## src/inc/ofs_pkg.sv

```systemverilog
// Constants shared by the output function selector block.
package ofs_pkg;

   // Register bus geometry.
   localparam int            ADDR_W = 4;
   localparam int            DATA_W = 8;

   // Register addresses on the plain register port.
   localparam logic [3:0]    ADDR_SEL_FIRST  = 4'h0;
   localparam logic [3:0]    ADDR_SEL_SECOND = 4'h1;
   localparam logic [3:0]    ADDR_INT_STATUS = 4'h2;
   localparam logic [3:0]    ADDR_INT_MASK   = 4'h3;
   localparam logic [3:0]    ADDR_OUT_STATE  = 4'h4;

   // Reset values.
   localparam logic [4:0]    RST_SEL_FIRST   = 5'h00;
   localparam logic [4:0]    RST_SEL_SECOND  = 5'h01;
   localparam logic [2:0]    RST_INT_MASK    = 3'h0;

   // Interrupt status and mask field positions.
   localparam int            INT_FIRST_RISE  = 0;
   localparam int            INT_SECOND_RISE = 1;
   localparam int            INT_REJECT      = 2;
   localparam int            INT_W           = 3;

   // Output state register field positions.
   localparam int            ST_FIRST        = 0;
   localparam int            ST_SECOND       = 1;
   localparam int            ST_PHASE_PULSE  = 2;
   localparam int            ST_CYCLE_PULSE  = 3;

   // Output function codes.
   localparam logic [4:0]    FN_NONE         = 5'h00;
   localparam logic [4:0]    FN_RUN          = 5'h01;
   localparam logic [4:0]    FN_FREQ_REACHED = 5'h02;
   localparam logic [4:0]    FN_LEVEL_ONE    = 5'h03;
   localparam logic [4:0]    FN_LEVEL_TWO    = 5'h04;
   localparam logic [4:0]    FN_OVERLOAD     = 5'h05;
   localparam logic [4:0]    FN_UNDERVOLT    = 5'h06;
   localparam logic [4:0]    FN_EXT_FAULT    = 5'h07;
   localparam logic [4:0]    FN_UPPER_LIMIT  = 5'h08;
   localparam logic [4:0]    FN_LOWER_LIMIT  = 5'h09;
   localparam logic [4:0]    FN_ZERO_FREQ    = 5'h0a;
   localparam logic [4:0]    FN_PHASE_DONE   = 5'h0b;
   localparam logic [4:0]    FN_CYCLE_DONE   = 5'h0c;
   localparam logic [4:0]    FN_SET_COUNT    = 5'h0d;
   localparam logic [4:0]    FN_SPEC_COUNT   = 5'h0e;
   localparam logic [4:0]    FN_LENGTH       = 5'h0f;
   localparam logic [4:0]    FN_READY        = 5'h10;
   localparam logic [4:0]    FN_FAULT        = 5'h11;
   localparam logic [4:0]    FN_RESERVED_A   = 5'h12;
   localparam logic [4:0]    FN_RUN_TIME     = 5'h13;
   localparam logic [4:0]    FN_FORWARD      = 5'h14;
   localparam logic [4:0]    FN_REVERSE      = 5'h15;
   localparam logic [4:0]    FN_RESERVED_B   = 5'h16;
   localparam logic [4:0]    FN_SLEEP        = 5'h17;
   localparam logic [4:0]    FN_OVERPRESSURE = 5'h18;
   localparam logic [4:0]    FN_UNDERPRESS   = 5'h19;
   localparam logic [4:0]    FN_PIPE_SHORT   = 5'h1a;
   localparam logic [4:0]    FN_TANK_SHORT   = 5'h1b;
   localparam logic [4:0]    FN_PIPE_BURST   = 5'h1c;
   localparam logic [4:0]    FN_MAX          = FN_PIPE_BURST;

   // Width of the length and running-time quantities.
   localparam int            VAL_W = 16;

   // Timing: the completion pulse width and the clock rate.
   localparam int            PLC_PULSE_MS   = 250;
   localparam int            CLK_HZ         = 100_000_000;
   localparam int            PLC_PULSE_CYC  = PLC_PULSE_MS * (CLK_HZ / 1000);
   localparam int            PULSE_CNT_W    = 25;

endpackage : ofs_pkg

```

## src/hdl/ofs_output_function_selector.sv

```systemverilog
// Output function selector driving the two open-collector outputs.
//
// Operation
// - Each output follows its selected condition; code 1 shows running.
// - Codes 2 to 12 select frequency, level, fault, limit, PLC signals.
// - Codes 13 and 14 select set-count and specified-count reached.
// - Code 15 asserts while measured length is at least set length.
// - Code 16 asserts when no fault, bus normal and run not prohibited.
// - Code 17 asserts while the drive is faulted.
// - Code 19 asserts once running time reaches the cutoff time.
// - Code 20 asserts while running forward.
// - Code 21 asserts while running in reverse.
// - Code 23 asserts while sleeping in water-supply operation.
// - Code 24 asserts while pipe overpressure is judged.
// - Code 25 asserts while pipe under-pressure is judged.
// - Code 26 asserts while the pipe is short of water.
// - Code 27 asserts while a tank water shortage is detected.
// - Code 28 asserts while a pipe burst is detected.
// - Phase and cycle completion are single 250 ms pulses.
`timescale 1ns/1ps
module ofs_output_function_selector
   import ofs_pkg::*;
#(
   parameter int PULSE_CYCLES = PLC_PULSE_CYC
) (
   input  wire logic              clk_i,
   input  wire logic              resetn_i,
   input  wire logic [ADDR_W-1:0] reg_addr_i,
   input  wire logic [DATA_W-1:0] reg_wdata_i,
   input  wire logic              reg_wr_i,
   input  wire logic              reg_rd_i,
   output logic      [DATA_W-1:0] reg_rdata_o,
   input  wire logic              drive_running_i,
   input  wire logic              freq_reached_flag_i,
   input  wire logic              freq_level_detect_one_i,
   input  wire logic              freq_level_detect_two_i,
   input  wire logic              overload_flag_i,
   input  wire logic              undervoltage_lockout_flag_i,
   input  wire logic              external_fault_flag_i,
   input  wire logic              freq_upper_limit_flag_i,
   input  wire logic              freq_lower_limit_flag_i,
   input  wire logic              zero_freq_running_i,
   input  wire logic              phase_done_event_i,
   input  wire logic              cycle_done_event_i,
   input  wire logic              set_count_reached_i,
   input  wire logic              spec_count_reached_i,
   input  wire logic [VAL_W-1:0]  measured_length_value_i,
   input  wire logic [VAL_W-1:0]  set_length_param_i,
   input  wire logic              drive_fault_i,
   input  wire logic              bus_voltage_ok_i,
   input  wire logic              run_prohibit_i,
   input  wire logic [VAL_W-1:0]  accumulated_run_time_i,
   input  wire logic [VAL_W-1:0]  run_cutoff_time_param_i,
   input  wire logic              forward_running_i,
   input  wire logic              reverse_running_i,
   input  wire logic              supply_sleep_i,
   input  wire logic              pipe_overpressure_i,
   input  wire logic              pipe_underpressure_i,
   input  wire logic              pipe_short_i,
   input  wire logic              tank_short_i,
   input  wire logic              pipe_burst_i,
   output logic                   first_open_collector_output_o,
   output logic                   first_open_collector_output_oen_o,
   output logic                   second_open_collector_output_o,
   output logic                   second_open_collector_output_oen_o,
   output logic                   irq_o
);

   // Selection registers, one per output.
   logic [4:0]          sel_reg [2];
   // Registered state of each output, high when the transistor conducts.
   logic [1:0]          active_reg;
   logic [1:0]          active_next;
   // Completion pulse stretchers: index 0 phase, index 1 cycle.
   logic [1:0]          pulse_reg;
   logic [PULSE_CNT_W-1:0] pulse_cnt_reg [2];
   logic [1:0]          pulse_event;
   // Interrupt status and mask.
   logic [INT_W-1:0]    int_status_reg;
   logic [INT_W-1:0]    int_mask_reg;
   logic [INT_W-1:0]    int_event;
   // Condition vector indexed by function code.
   logic [31:0]         cond;
   logic                wr_sel_first;
   logic                wr_sel_second;
   logic                wr_reject;
   logic [PULSE_CNT_W-1:0] pulse_last;

   assign pulse_last  = PULSE_CNT_W'(PULSE_CYCLES - 1);
   assign pulse_event = {cycle_done_event_i, phase_done_event_i};

   // Write decode; codes above the top function are refused outright.
   assign wr_sel_first  = reg_wr_i && (reg_addr_i == ADDR_SEL_FIRST);
   assign wr_sel_second = reg_wr_i && (reg_addr_i == ADDR_SEL_SECOND);
   assign wr_reject     = (wr_sel_first || wr_sel_second) &&
                          (reg_wdata_i[4:0] > FN_MAX ||
                           reg_wdata_i[7:5] != 3'h0);

   // Function selection registers keep their value on a refused write.
   always_ff @(posedge clk_i) begin
      if (!resetn_i) begin
         sel_reg[0] <= RST_SEL_FIRST;
         sel_reg[1] <= RST_SEL_SECOND;
      end else if (!wr_reject) begin
         if (wr_sel_first) begin
            sel_reg[0] <= reg_wdata_i[4:0];
         end
         if (wr_sel_second) begin
            sel_reg[1] <= reg_wdata_i[4:0];
         end
      end
   end

   // Completion indications leave as one fixed-width pulse each. A new
   // event during a pulse is ignored so the width never stretches.
   generate
      for (genvar p = 0; p < 2; p++) begin : g_pulse
         always_ff @(posedge clk_i) begin
            if (!resetn_i) begin
               pulse_reg[p]     <= 1'b0;
               pulse_cnt_reg[p] <= '0;
            end else if (!pulse_reg[p]) begin
               if (pulse_event[p]) begin
                  pulse_reg[p]     <= 1'b1;
                  pulse_cnt_reg[p] <= '0;
               end
            end else if (pulse_cnt_reg[p] == pulse_last) begin
               pulse_reg[p]     <= 1'b0;
               pulse_cnt_reg[p] <= '0;
            end else begin
               pulse_cnt_reg[p] <= pulse_cnt_reg[p] + 1'b1;
            end
         end
      end
   endgenerate

   // Every function code maps to one condition; unused codes stay low.
   always_comb begin
      cond                  = 32'h0000_0000;
      cond[FN_RUN]          = drive_running_i;
      cond[FN_FREQ_REACHED] = freq_reached_flag_i;
      cond[FN_LEVEL_ONE]    = freq_level_detect_one_i;
      cond[FN_LEVEL_TWO]    = freq_level_detect_two_i;
      cond[FN_OVERLOAD]     = overload_flag_i;
      cond[FN_UNDERVOLT]    = undervoltage_lockout_flag_i;
      cond[FN_EXT_FAULT]    = external_fault_flag_i;
      cond[FN_UPPER_LIMIT]  = freq_upper_limit_flag_i;
      cond[FN_LOWER_LIMIT]  = freq_lower_limit_flag_i;
      cond[FN_ZERO_FREQ]    = zero_freq_running_i;
      cond[FN_PHASE_DONE]   = pulse_reg[0];
      cond[FN_CYCLE_DONE]   = pulse_reg[1];
      cond[FN_SET_COUNT]    = set_count_reached_i;
      cond[FN_SPEC_COUNT]   = spec_count_reached_i;
      cond[FN_LENGTH]       = measured_length_value_i >=
                              set_length_param_i;
      cond[FN_READY]        = !drive_fault_i && bus_voltage_ok_i &&
                              !run_prohibit_i;
      cond[FN_FAULT]        = drive_fault_i;
      cond[FN_RUN_TIME]     = accumulated_run_time_i >=
                              run_cutoff_time_param_i;
      cond[FN_FORWARD]      = forward_running_i;
      cond[FN_REVERSE]      = reverse_running_i;
      cond[FN_SLEEP]        = supply_sleep_i;
      cond[FN_OVERPRESSURE] = pipe_overpressure_i;
      cond[FN_UNDERPRESS]   = pipe_underpressure_i;
      cond[FN_PIPE_SHORT]   = pipe_short_i;
      cond[FN_TANK_SHORT]   = tank_short_i;
      cond[FN_PIPE_BURST]   = pipe_burst_i;
   end

   // Each output takes its selected condition; registering it keeps the
   // pins glitch free while comparators and selections settle.
   generate
      for (genvar o = 0; o < 2; o++) begin : g_out
         assign active_next[o] = cond[sel_reg[o]];
         always_ff @(posedge clk_i) begin
            if (!resetn_i) begin
               active_reg[o] <= 1'b0;
            end else begin
               active_reg[o] <= active_next[o];
            end
         end
      end
   endgenerate

   // Open collector: the pin is only ever pulled low, enable is active low.
   assign first_open_collector_output_o      = 1'b0;
   assign first_open_collector_output_oen_o  = !active_reg[0];
   assign second_open_collector_output_o     = 1'b0;
   assign second_open_collector_output_oen_o = !active_reg[1];

   // Interrupt events: output switching on, and a refused write.
   assign int_event[INT_FIRST_RISE]  = active_next[0] && !active_reg[0];
   assign int_event[INT_SECOND_RISE] = active_next[1] && !active_reg[1];
   assign int_event[INT_REJECT]      = wr_reject;

   // Sticky status, write one to clear; a new event wins over the clear.
   always_ff @(posedge clk_i) begin
      if (!resetn_i) begin
         int_status_reg <= '0;
      end else if (reg_wr_i && reg_addr_i == ADDR_INT_STATUS) begin
         int_status_reg <= (int_status_reg & ~reg_wdata_i[INT_W-1:0]) |
                           int_event;
      end else begin
         int_status_reg <= int_status_reg | int_event;
      end
   end

   // Interrupt mask.
   always_ff @(posedge clk_i) begin
      if (!resetn_i) begin
         int_mask_reg <= RST_INT_MASK;
      end else if (reg_wr_i && reg_addr_i == ADDR_INT_MASK) begin
         int_mask_reg <= reg_wdata_i[INT_W-1:0];
      end
   end

   assign irq_o = |(int_status_reg & int_mask_reg);

   // Read data stand for one cycle after the strobe and are zero otherwise.
   always_ff @(posedge clk_i) begin
      if (!resetn_i || !reg_rd_i) begin
         reg_rdata_o <= '0;
      end else begin
         unique case (reg_addr_i)
            ADDR_SEL_FIRST:  reg_rdata_o <= {3'h0, sel_reg[0]};
            ADDR_SEL_SECOND: reg_rdata_o <= {3'h0, sel_reg[1]};
            ADDR_INT_STATUS: reg_rdata_o <= {5'h00, int_status_reg};
            ADDR_INT_MASK:   reg_rdata_o <= {5'h00, int_mask_reg};
            ADDR_OUT_STATE:  reg_rdata_o <= {4'h0, pulse_reg[1],
                                             pulse_reg[0], active_reg[1],
                                             active_reg[0]};
            default:         reg_rdata_o <= '0;
         endcase
      end
   end

   // Checks on the selection behaviour.
   property p_run_follow;
      @(posedge clk_i) disable iff (!resetn_i)
      (sel_reg[0] == FN_RUN) |=>
         (first_open_collector_output_oen_o == !$past(drive_running_i));
   endproperty
   a_run_follow: assert property (p_run_follow)
      else $error("first output does not follow running state");

   property p_overload_second;
      @(posedge clk_i) disable iff (!resetn_i)
      (sel_reg[1] == FN_OVERLOAD && overload_flag_i) |=>
         !second_open_collector_output_oen_o;
   endproperty
   a_overload_second: assert property (p_overload_second)
      else $error("second output missed overload");

   property p_spec_count;
      @(posedge clk_i) disable iff (!resetn_i)
      (sel_reg[0] == FN_SPEC_COUNT) |=>
         (active_reg[0] == $past(spec_count_reached_i));
   endproperty
   a_spec_count: assert property (p_spec_count)
      else $error("specified count indication wrong");

   property p_length;
      @(posedge clk_i) disable iff (!resetn_i)
      (sel_reg[0] == FN_LENGTH) |=>
         (active_reg[0] == ($past(measured_length_value_i) >=
                            $past(set_length_param_i)));
   endproperty
   a_length: assert property (p_length)
      else $error("length arrival indication wrong");

   property p_ready;
      @(posedge clk_i) disable iff (!resetn_i)
      (sel_reg[1] == FN_READY) |=>
         (active_reg[1] == (!$past(drive_fault_i) &&
                            $past(bus_voltage_ok_i) &&
                            !$past(run_prohibit_i)));
   endproperty
   a_ready: assert property (p_ready)
      else $error("ready indication wrong");

   property p_run_time;
      @(posedge clk_i) disable iff (!resetn_i)
      (sel_reg[1] == FN_RUN_TIME &&
       accumulated_run_time_i < run_cutoff_time_param_i) |=>
         !active_reg[1];
   endproperty
   a_run_time: assert property (p_run_time)
      else $error("run time indication before cutoff");

   property p_burst;
      @(posedge clk_i) disable iff (!resetn_i)
      (sel_reg[0] == FN_PIPE_BURST && pipe_burst_i) ##1
      (sel_reg[0] == FN_PIPE_BURST && pipe_burst_i) |->
         !first_open_collector_output_oen_o;
   endproperty
   a_burst: assert property (p_burst)
      else $error("pipe burst not shown");

   property p_reserved_off;
      @(posedge clk_i) disable iff (!resetn_i)
      (sel_reg[1] == FN_NONE || sel_reg[1] == FN_RESERVED_A ||
       sel_reg[1] == FN_RESERVED_B) |=> !active_reg[1];
   endproperty
   a_reserved_off: assert property (p_reserved_off)
      else $error("reserved code drives the output");

   property p_reject;
      @(posedge clk_i) disable iff (!resetn_i)
      (wr_sel_first && reg_wdata_i[4:0] > FN_MAX) |=>
         (sel_reg[0] == $past(sel_reg[0])) && int_status_reg[INT_REJECT];
   endproperty
   a_reject: assert property (p_reject)
      else $error("out of range code accepted");

   property p_pulse_start;
      @(posedge clk_i) disable iff (!resetn_i)
      (!pulse_reg[0] && phase_done_event_i) |=>
         pulse_reg[0] ##1 pulse_reg[0];
   endproperty
   a_pulse_start: assert property (p_pulse_start)
      else $error("phase pulse did not start or ended early");

   property p_pulse_end;
      @(posedge clk_i) disable iff (!resetn_i)
      (pulse_reg[1] && pulse_cnt_reg[1] == pulse_last) |=>
         !pulse_reg[1];
   endproperty
   a_pulse_end: assert property (p_pulse_end)
      else $error("cycle pulse exceeds its width");

   property p_fault;
      @(posedge clk_i) disable iff (!resetn_i)
      (sel_reg[0] == FN_FAULT) |=>
         (active_reg[0] == $past(drive_fault_i));
   endproperty
   a_fault: assert property (p_fault)
      else $error("fault indication wrong");

   property p_forward;
      @(posedge clk_i) disable iff (!resetn_i)
      (sel_reg[0] == FN_FORWARD) |=>
         (active_reg[0] == $past(forward_running_i));
   endproperty
   a_forward: assert property (p_forward)
      else $error("forward running indication wrong");

   property p_reverse;
      @(posedge clk_i) disable iff (!resetn_i)
      (sel_reg[0] == FN_REVERSE) |=>
         (active_reg[0] == $past(reverse_running_i));
   endproperty
   a_reverse: assert property (p_reverse)
      else $error("reverse running indication wrong");

   property p_sleep;
      @(posedge clk_i) disable iff (!resetn_i)
      (sel_reg[0] == FN_SLEEP) |=>
         (active_reg[0] == $past(supply_sleep_i));
   endproperty
   a_sleep: assert property (p_sleep)
      else $error("sleep indication wrong");

   property p_overpressure;
      @(posedge clk_i) disable iff (!resetn_i)
      (sel_reg[0] == FN_OVERPRESSURE) |=>
         (active_reg[0] == $past(pipe_overpressure_i));
   endproperty
   a_overpressure: assert property (p_overpressure)
      else $error("overpressure indication wrong");

   property p_underpressure;
      @(posedge clk_i) disable iff (!resetn_i)
      (sel_reg[0] == FN_UNDERPRESS) |=>
         (active_reg[0] == $past(pipe_underpressure_i));
   endproperty
   a_underpressure: assert property (p_underpressure)
      else $error("under-pressure indication wrong");

endmodule // ofs_output_function_selector

```

## config.mk

```make
export PLATFORM = sky130hd
export DESIGN_NAME = ofs_output_function_selector
export DESIGN_NICKNAME = d
export VERILOG_FILES = /design/src/inc/ofs_pkg.sv /design/src/hdl/ofs_output_function_selector.sv
export SDC_FILE = /design/constraint.sdc
export NUM_CORES = 1
export LEC_CHECK = 0
export BUFFER_PORTS_ARGS = -buffer_cell sky130_fd_sc_hd__buf_2
export CAP_MARGIN = 20
export CORE_MARGIN = 3
export CORE_UTILIZATION = 55
export DETAILED_ROUTE_END_ITERATION = 16
export HOLD_SLACK_MARGIN = 0.12
export PLACE_DENSITY = 0.85
export SLEW_MARGIN = 20
export SYNTH_ARGS = -nofsm -noshare
export SYNTH_HDL_FRONTEND = slang
export SYNTH_SLANG_ARGS = --single-unit
```

## constraint.sdc

```tcl
create_clock -name clk_i -period 2.6 [get_ports clk_i]
set_clock_uncertainty 0.15 [all_clocks]
set_input_delay 0.26 -clock clk_i [delete_from_list [all_inputs] [get_ports clk_i]]
set_output_delay 0.26 -clock clk_i [all_outputs]
set_load 0.01 [all_outputs]
```

==> impl_results.md, run 1 <==
- Status: finished clean
- Setup violators final: 0
- Post-Synthesis Cells: 551
- CP Capture Type: flip-flop
- Post-route ant nets: 0
- Detailed Route Iter0 Violations: 200
- Overflow after GRT: 0
- Io pins: about 120
- Vias in the first global route: ~4.5k
- Die footprint: about 11000 um^2
- RSZ-0062 raised after global routing: false
- Antenna cell count: 0
- Vias: ~4.6k
- Ys flop type: edfxtp_1
- Crit path time final: approximately 2300 ps
- Die Y-Extent: roughly 100 um
- Setup ws final: roughly 300 ps
- Most common cell in the synthesized netlist: nor2_1
- CTS tree: done
- Post-Route Utilization: 68.7%
- Yosys top cell area share: approximately 35%
- Num CTS Buffers: 9
- Worst Setup Start Kind: flip-flop
- Rel. slew slack: between 60% and 70%
- Leakage: 2.60 nW
- Max FFs per register: 50
- Pwr dens: roughly 450 nW/um^2
- Routed wire length: approximately 13000 um
- Top post-synthesis cells by area: edfxtp_1 (35%), ha_1 (8.2%), nor2_1 (6.0%), dfxtp_1 (5.8%), xor2_1 (4.5%)
- Final hold viol count: 0
- Synth Area per Inst: ~9.4 um^2
- Maximum vdd drop: between 0.3 and 0.4 mV
- Worst Path Required: between 2000 and 3000 ps
- GP Congestion: around 0.90
- EDFF count, synth: 60
- Clock Pin Slew Worst Setup and Hold Paths: 90 ps
- Type of the tightest min-delay check: in -> reg
- Max-slew violation count: 0
- Clock latency on the worst-skew pair: 350 ps
- Tcrit/Tclk final: about nine tenths
- Post-synth top cells: nor2_1 (83), edfxtp_1 (60), inv_1 (44)
- FMAX: approximately 430 MHz
- Ratio of cells with drive above 1 in the final layout: about 22%
- IO buf count: 112
- Fin Setup TNS: 0 ps
- Worst slack, placed: 316 ps
- Largest net degree at the start of global routing: 27
- Critical Setup Path Class: reg -> reg
- Number of core rows: 34
- Final Cell Area: 6130 um^2
- DP HPWL: 9750 um
- Clock root cell: clkbuf_8
- CP max FO: 26
- Syn. warnings: 0
- Drt wl/cell: between 15 and 20 um
- Post-synthesis register bit count: 75
- First-pass GRT wire length: roughly 20000 um
- Core Area: 8930 um^2
- # resized after CTS: 0
- Tot GR Track Use: a little under a quarter
- Post-synth ARST share: 0%
- Critical Path AT: around 2300 ps
- Post-DP Area: about 5900 um^2
- Final Net Count: between 800 and 900
- CTS Buffer Depth: 2
- Worst Max-Slew Pin Slew: roughly 530 ps
- Post-synthesis sequential area ratio: slightly above 40%
- Via density: roughly 5.9
- Cell Area, Synth: 5200 um^2
- Initial Utilization: between 50% and 60%
- DR pass1 iterations: 5
- Yosys cell types: 56
- TritonCTS Sinks: 75
- Tot Pwr: between 2 and 3 mW
- Max H-tree Level: 3
- Drt drc: 0
- Post-synth top area cell: edfxtp_1
- Initial antenna violation count: 1
- Die width: 103 um
- Max Cap Violations: 0
- Area growth from synthesis to layout: 18.0%
routing by layer:
layer,track usage [%],vias up,part of all wire [%]
li1,-,2226,-
met5,0,-,0.088
met4,12.7,2,3.3
met3,3.22,44,6.4
met1,26.5,2167,39
met2,43.5,198,51
power by group:
part	internal, mW	switching (mW)	total, mW
registers	1.38	0.108	1.49
logic	0.240	0.245	0.485
clock network	0.349	0.436	0.785
per-stage QoR:
stage	cells	hold slack, ps
finish	789	140
global route	789	128
CTS	789	123
detailed placement	765	378
global placement	765	342
floorplan	555	254
worst paths after layout:
kind                            start                  end  slack, ps  depth (start not counted)
hold / removal               reg_rd_i       reg_rdata_o[3]        140                          3
setup reg to reg  pulse_cnt_reg[0][7]  pulse_cnt_reg[0][9]        300                          6
setup / recovery  pulse_cnt_reg[0][7]  pulse_cnt_reg[0][9]        300                          6
hold reg to reg       int_mask_reg[1]      int_mask_reg[1]        390                          2
final cells by class:
type / count / area [um^2]
inverter: 44 / 165
clock inverter: 6 / 38.8
sequential: 75 / 2100
fill: 689 / 2800
multi-input combinational: 413 / 2820
timing repair buffer: 133 / 751
clock buffer: 10 / 128
tap: 108 / 135
cells in the final DEF (no fill, tap or decap), types with 5 or more instances in the layout:
| cell type | Yosys | final |
|---|---|---|
| a21oi_1 | 15 | 15 |
| a31oi_1 | 7 | 7 |
| and2_1 | 9 | 9 |
| and3_1 | 10 | 10 |
| and4_1 | 7 | 7 |
| buf_2 | 3 | 112 |
| buf_4 | 7 | 12 |
| clkbuf_8 | 0 | 9 |
| conb_1 | 1 | 5 |
| dfxtp_1 | 15 | 15 |
| dlygate4sd3_1 | 0 | 8 |
| edfxtp_1 | 60 | 60 |
| ha_1 | 34 | 34 |
| inv_1 | 44 | 44 |
| mux2i_1 | 13 | 13 |
| nand2_1 | 36 | 36 |
| nand2b_1 | 11 | 11 |
| nand3_1 | 24 | 24 |
| nand3b_1 | 7 | 7 |
| nand4_1 | 11 | 11 |
| nor2_1 | 83 | 83 |
| nor3_1 | 9 | 9 |
| o2111ai_1 | 5 | 5 |
| o21ai_0 | 18 | 18 |
| xnor2_1 | 18 | 18 |
| xor2_1 | 27 | 27 |
repair_timing:
item,CTS,global route
setup buffers,0,0
endpoints found under the hold margin,11,0
hold buffers,8,0
critical path: stages, from the launching register on:
cell and delay [ps]:
edfxtp_1 480, or4b_1 520, nor4_2 170, nand4_1 180, o311ai_4 280, buf_12 210
nor2_1 60
cell families after synthesis:
group / synth area share [%]
AND/OR/NAND/NOR: 22.1
AO/OA/AOI/OAI: 11.2
flip-flops: 40.4
buffers and inverters: 5.70
XOR/XNOR: 7.58
adder cells (fa/ha/maj): 8.18
multiplexers: 4.67
other: 0.0721
Note: power is estimated with default switching activity, not from simulation.
==> run 2, diff against run 1 <==
CORE_UTILIZATION = 57   (was 55)
CTS_BUF_LIST = sky130_fd_sc_hd__clkbuf_8   (was default)
PLACE_DENSITY = 0.88   (was 0.85)
==> run 2 against run 1 <==
  * Utilization grew 1.3 points
  * Worst setup slack lost 120 ps
  * Final area grew 0.49%
  * Register-to-register slack lost 120 ps
  * Sequential share of layout area shrank 0.17 points
  * Largest cell class unchanged
==> impl_results.md, run 2 (synthesized netlist as in run 1, its figures left out) <==
- Tot GR Track Use: 23.9% (+0.15 points)
- CP Capture Type: flip-flop
- Max H-tree Level: 3 (unchanged)
- Io pins: 118 (unchanged)
- Clock latency on the worst-skew pair: 350 ps (about the same)
- Largest net degree at the start of global routing: 26 (-3.7%)
- Setup violators final: 0 (unchanged)
- Status: finished clean
- Ratio of cells with drive above 1 in the final layout: 22.0% (-0.15 points)
- CP max FO: 11 (-58%)
- Rel. slew slack: 61.2% (-3.1 points)
- Vias: 4596 (-0.88%)
- Core Area: 8810 um^2 (-1.4%)
- Leakage: 2.61 nW (+0.49%)
- R2R depth: 6 (unchanged)
- Clock Pin Slew Worst Setup and Hold Paths: 80 ps (about the same)
- Critical Path AT: 2370 ps (+120 ps)
- First-pass GRT wire length: 19600 um (-0.84%)
- CTS Buffer Depth: 2 (unchanged)
- Min-Delay Path Depth: 2 (-1)
- Worst Max-Slew Pin Slew: 577 ps (+41.9 ps)
- Num CTS Buffers: 9 (unchanged)
- FMAX: 413 MHz (-4.9%)
- Number of core rows: 34 (unchanged)
- Post-route ant nets: 0 (unchanged)
- Max-slew violation count: 0 (unchanged)
- Overflow after GRT: 0 (unchanged)
- Crit path time final: 2420 ps (+119 ps)
- Worst Setup Start Kind: flip-flop
- Initial Utilization: 59.0% (+0.84 points)
- Maximum vdd drop: 0.268 mV (-24%)
- Worst Path Required: 2550 ps (about the same)
- Initial antenna violation count: 0 (-1)
- Final Non-Filler Cells: 789 (unchanged)
- Final hold viol count: 0 (unchanged)
- Fin Setup TNS: 0 ps (unchanged)
- Drt wl/cell: 15.5 um (-2.7%)
- Type of the tightest min-delay check: in -> reg
- Final Net Count: 815 (unchanged)
- Most common cell after layout, fill and taps aside: buf_2
- Cell total after placement: 765 (unchanged)
- Tcrit/Tclk final: 93.1% (+4.6 points)
- Die Y-Extent: 102 um (-1.7%)
- TritonCTS Sinks: 75 (unchanged)
- Detailed Route Iter0 Violations: 311 (+56%)
- Routed wire length: 12200 um (-2.7%)
- Via density: 5.83 (-0.88%)
- Die width: 102 um (-1.7%)
- Most frequent cells in the layout: buf_2 (112), nor2_1 (83), edfxtp_1 (60)
- Drt drc: 0 (unchanged)
- Antenna cell count: 0 (unchanged)
- Die footprint: 10300 um^2 (-3.3%)
- # resized after CTS: 0 (unchanged)
- Critical Setup Path Class: reg -> reg
- DP HPWL: 9440 um (-3.2%)
- Pwr dens: 473 nW/um^2 (+5.1%)
- RSZ-0062 raised after global routing: false
- CTS tree: done
- IO buf count: 112 (unchanged)
- Area growth from synthesis to layout: 18.6%
- Max Cap Violations: 0 (unchanged)
- Area of the multi-input gates: 2820 um^2 (unchanged)
- Sequential cell area: 2100 um^2 (unchanged)
- DR pass1 iterations: 5 (unchanged)
- FILL cells: 658 (-4.5%)
- Vias in the first global route: 4507 (+0.42%)
- Clock root cell: clkbuf_8
- GP Congestion: 0.914 (+0.97%)
- Max FFs per register: 50 (unchanged)
[run 2: cell types whose count changed in the layout (fill, tap and decap cells not counted)]
cell        before  now
buf_12           1    0
buf_4           12   13
bufinv_16        0    2
clkbuf_1         1    0
clkinv_2         1    2
clkinv_4         1    0
clkinvlp_4       0    1
inv_1           44   46
inv_4            4    0
[run 2: report_power, final]
group	switching [mW]	internal [mW]	total (mW)	leakage (nW)
Sequential	0.101	1.38	1.49	0.789
Clock	0.418	0.530	0.948	0.112
Combinational	0.246	0.238	0.484	1.71
[run 2: worst max-delay path, stage by stage (launching register included)]
cell and delay (ps):
edfxtp_1 480, or4b_1 530, nor4_2 150, nand4_1 180
o311ai_4 380, buf_4 250, nor2_1 60
[run 2: routing by layer]
layer | track usage (%) | vias up | part of all wire (%)
met5 | 0 | - | 0
met3 | 4.34 | 24 | 8.0
li1 | - | 2227 | -
met2 | 44.4 | 203 | 51
met4 | 7.57 | 0 | 2.2
met1 | 27.6 | 2142 | 39
[run 2: final cells by class]
cell class,instances,share of cell area [%]
Timing Repair Buffer,133,12.0
Sequential cell,75,34.1
Tap cell,108,2.19
Inverter,44,2.68
Clock inverter,7,1.38
Multi-Input combinational cell,413,45.7
Clock buffer,9,2.01
[run 2: what timing repair did]
item                                   in CTS  in global routing
endpoints found under the hold margin      10                  0
hold buffers                                8                  0
buffers inserted                            0                  0
[run 2: path summary, 6_finish.rpt]
path                            start                   to  slack, ps
hold reg to reg     int_status_reg[2]    int_status_reg[2]        370
setup reg to reg  pulse_cnt_reg[0][7]  pulse_cnt_reg[0][9]        180
hold / removal         reg_wdata_i[3]        sel_reg[0][8]        140
setup / recovery  pulse_cnt_reg[0][7]  pulse_cnt_reg[0][9]        180
[run 2: per-stage QoR]
stage	util, %	area [um^2]	power, mW	worst slack [ps]	hold WS [ps]
after detailed placement	66.7	5880	1.98	225	351
after global routing	70.0	6160	3.06	60.3	137
after floorplan	-	5210	1.79	383	254
after CTS	70.0	6160	2.93	191	127
final	70.0	6160	2.92	179	137
after global placement	66.7	5880	1.96	294	339
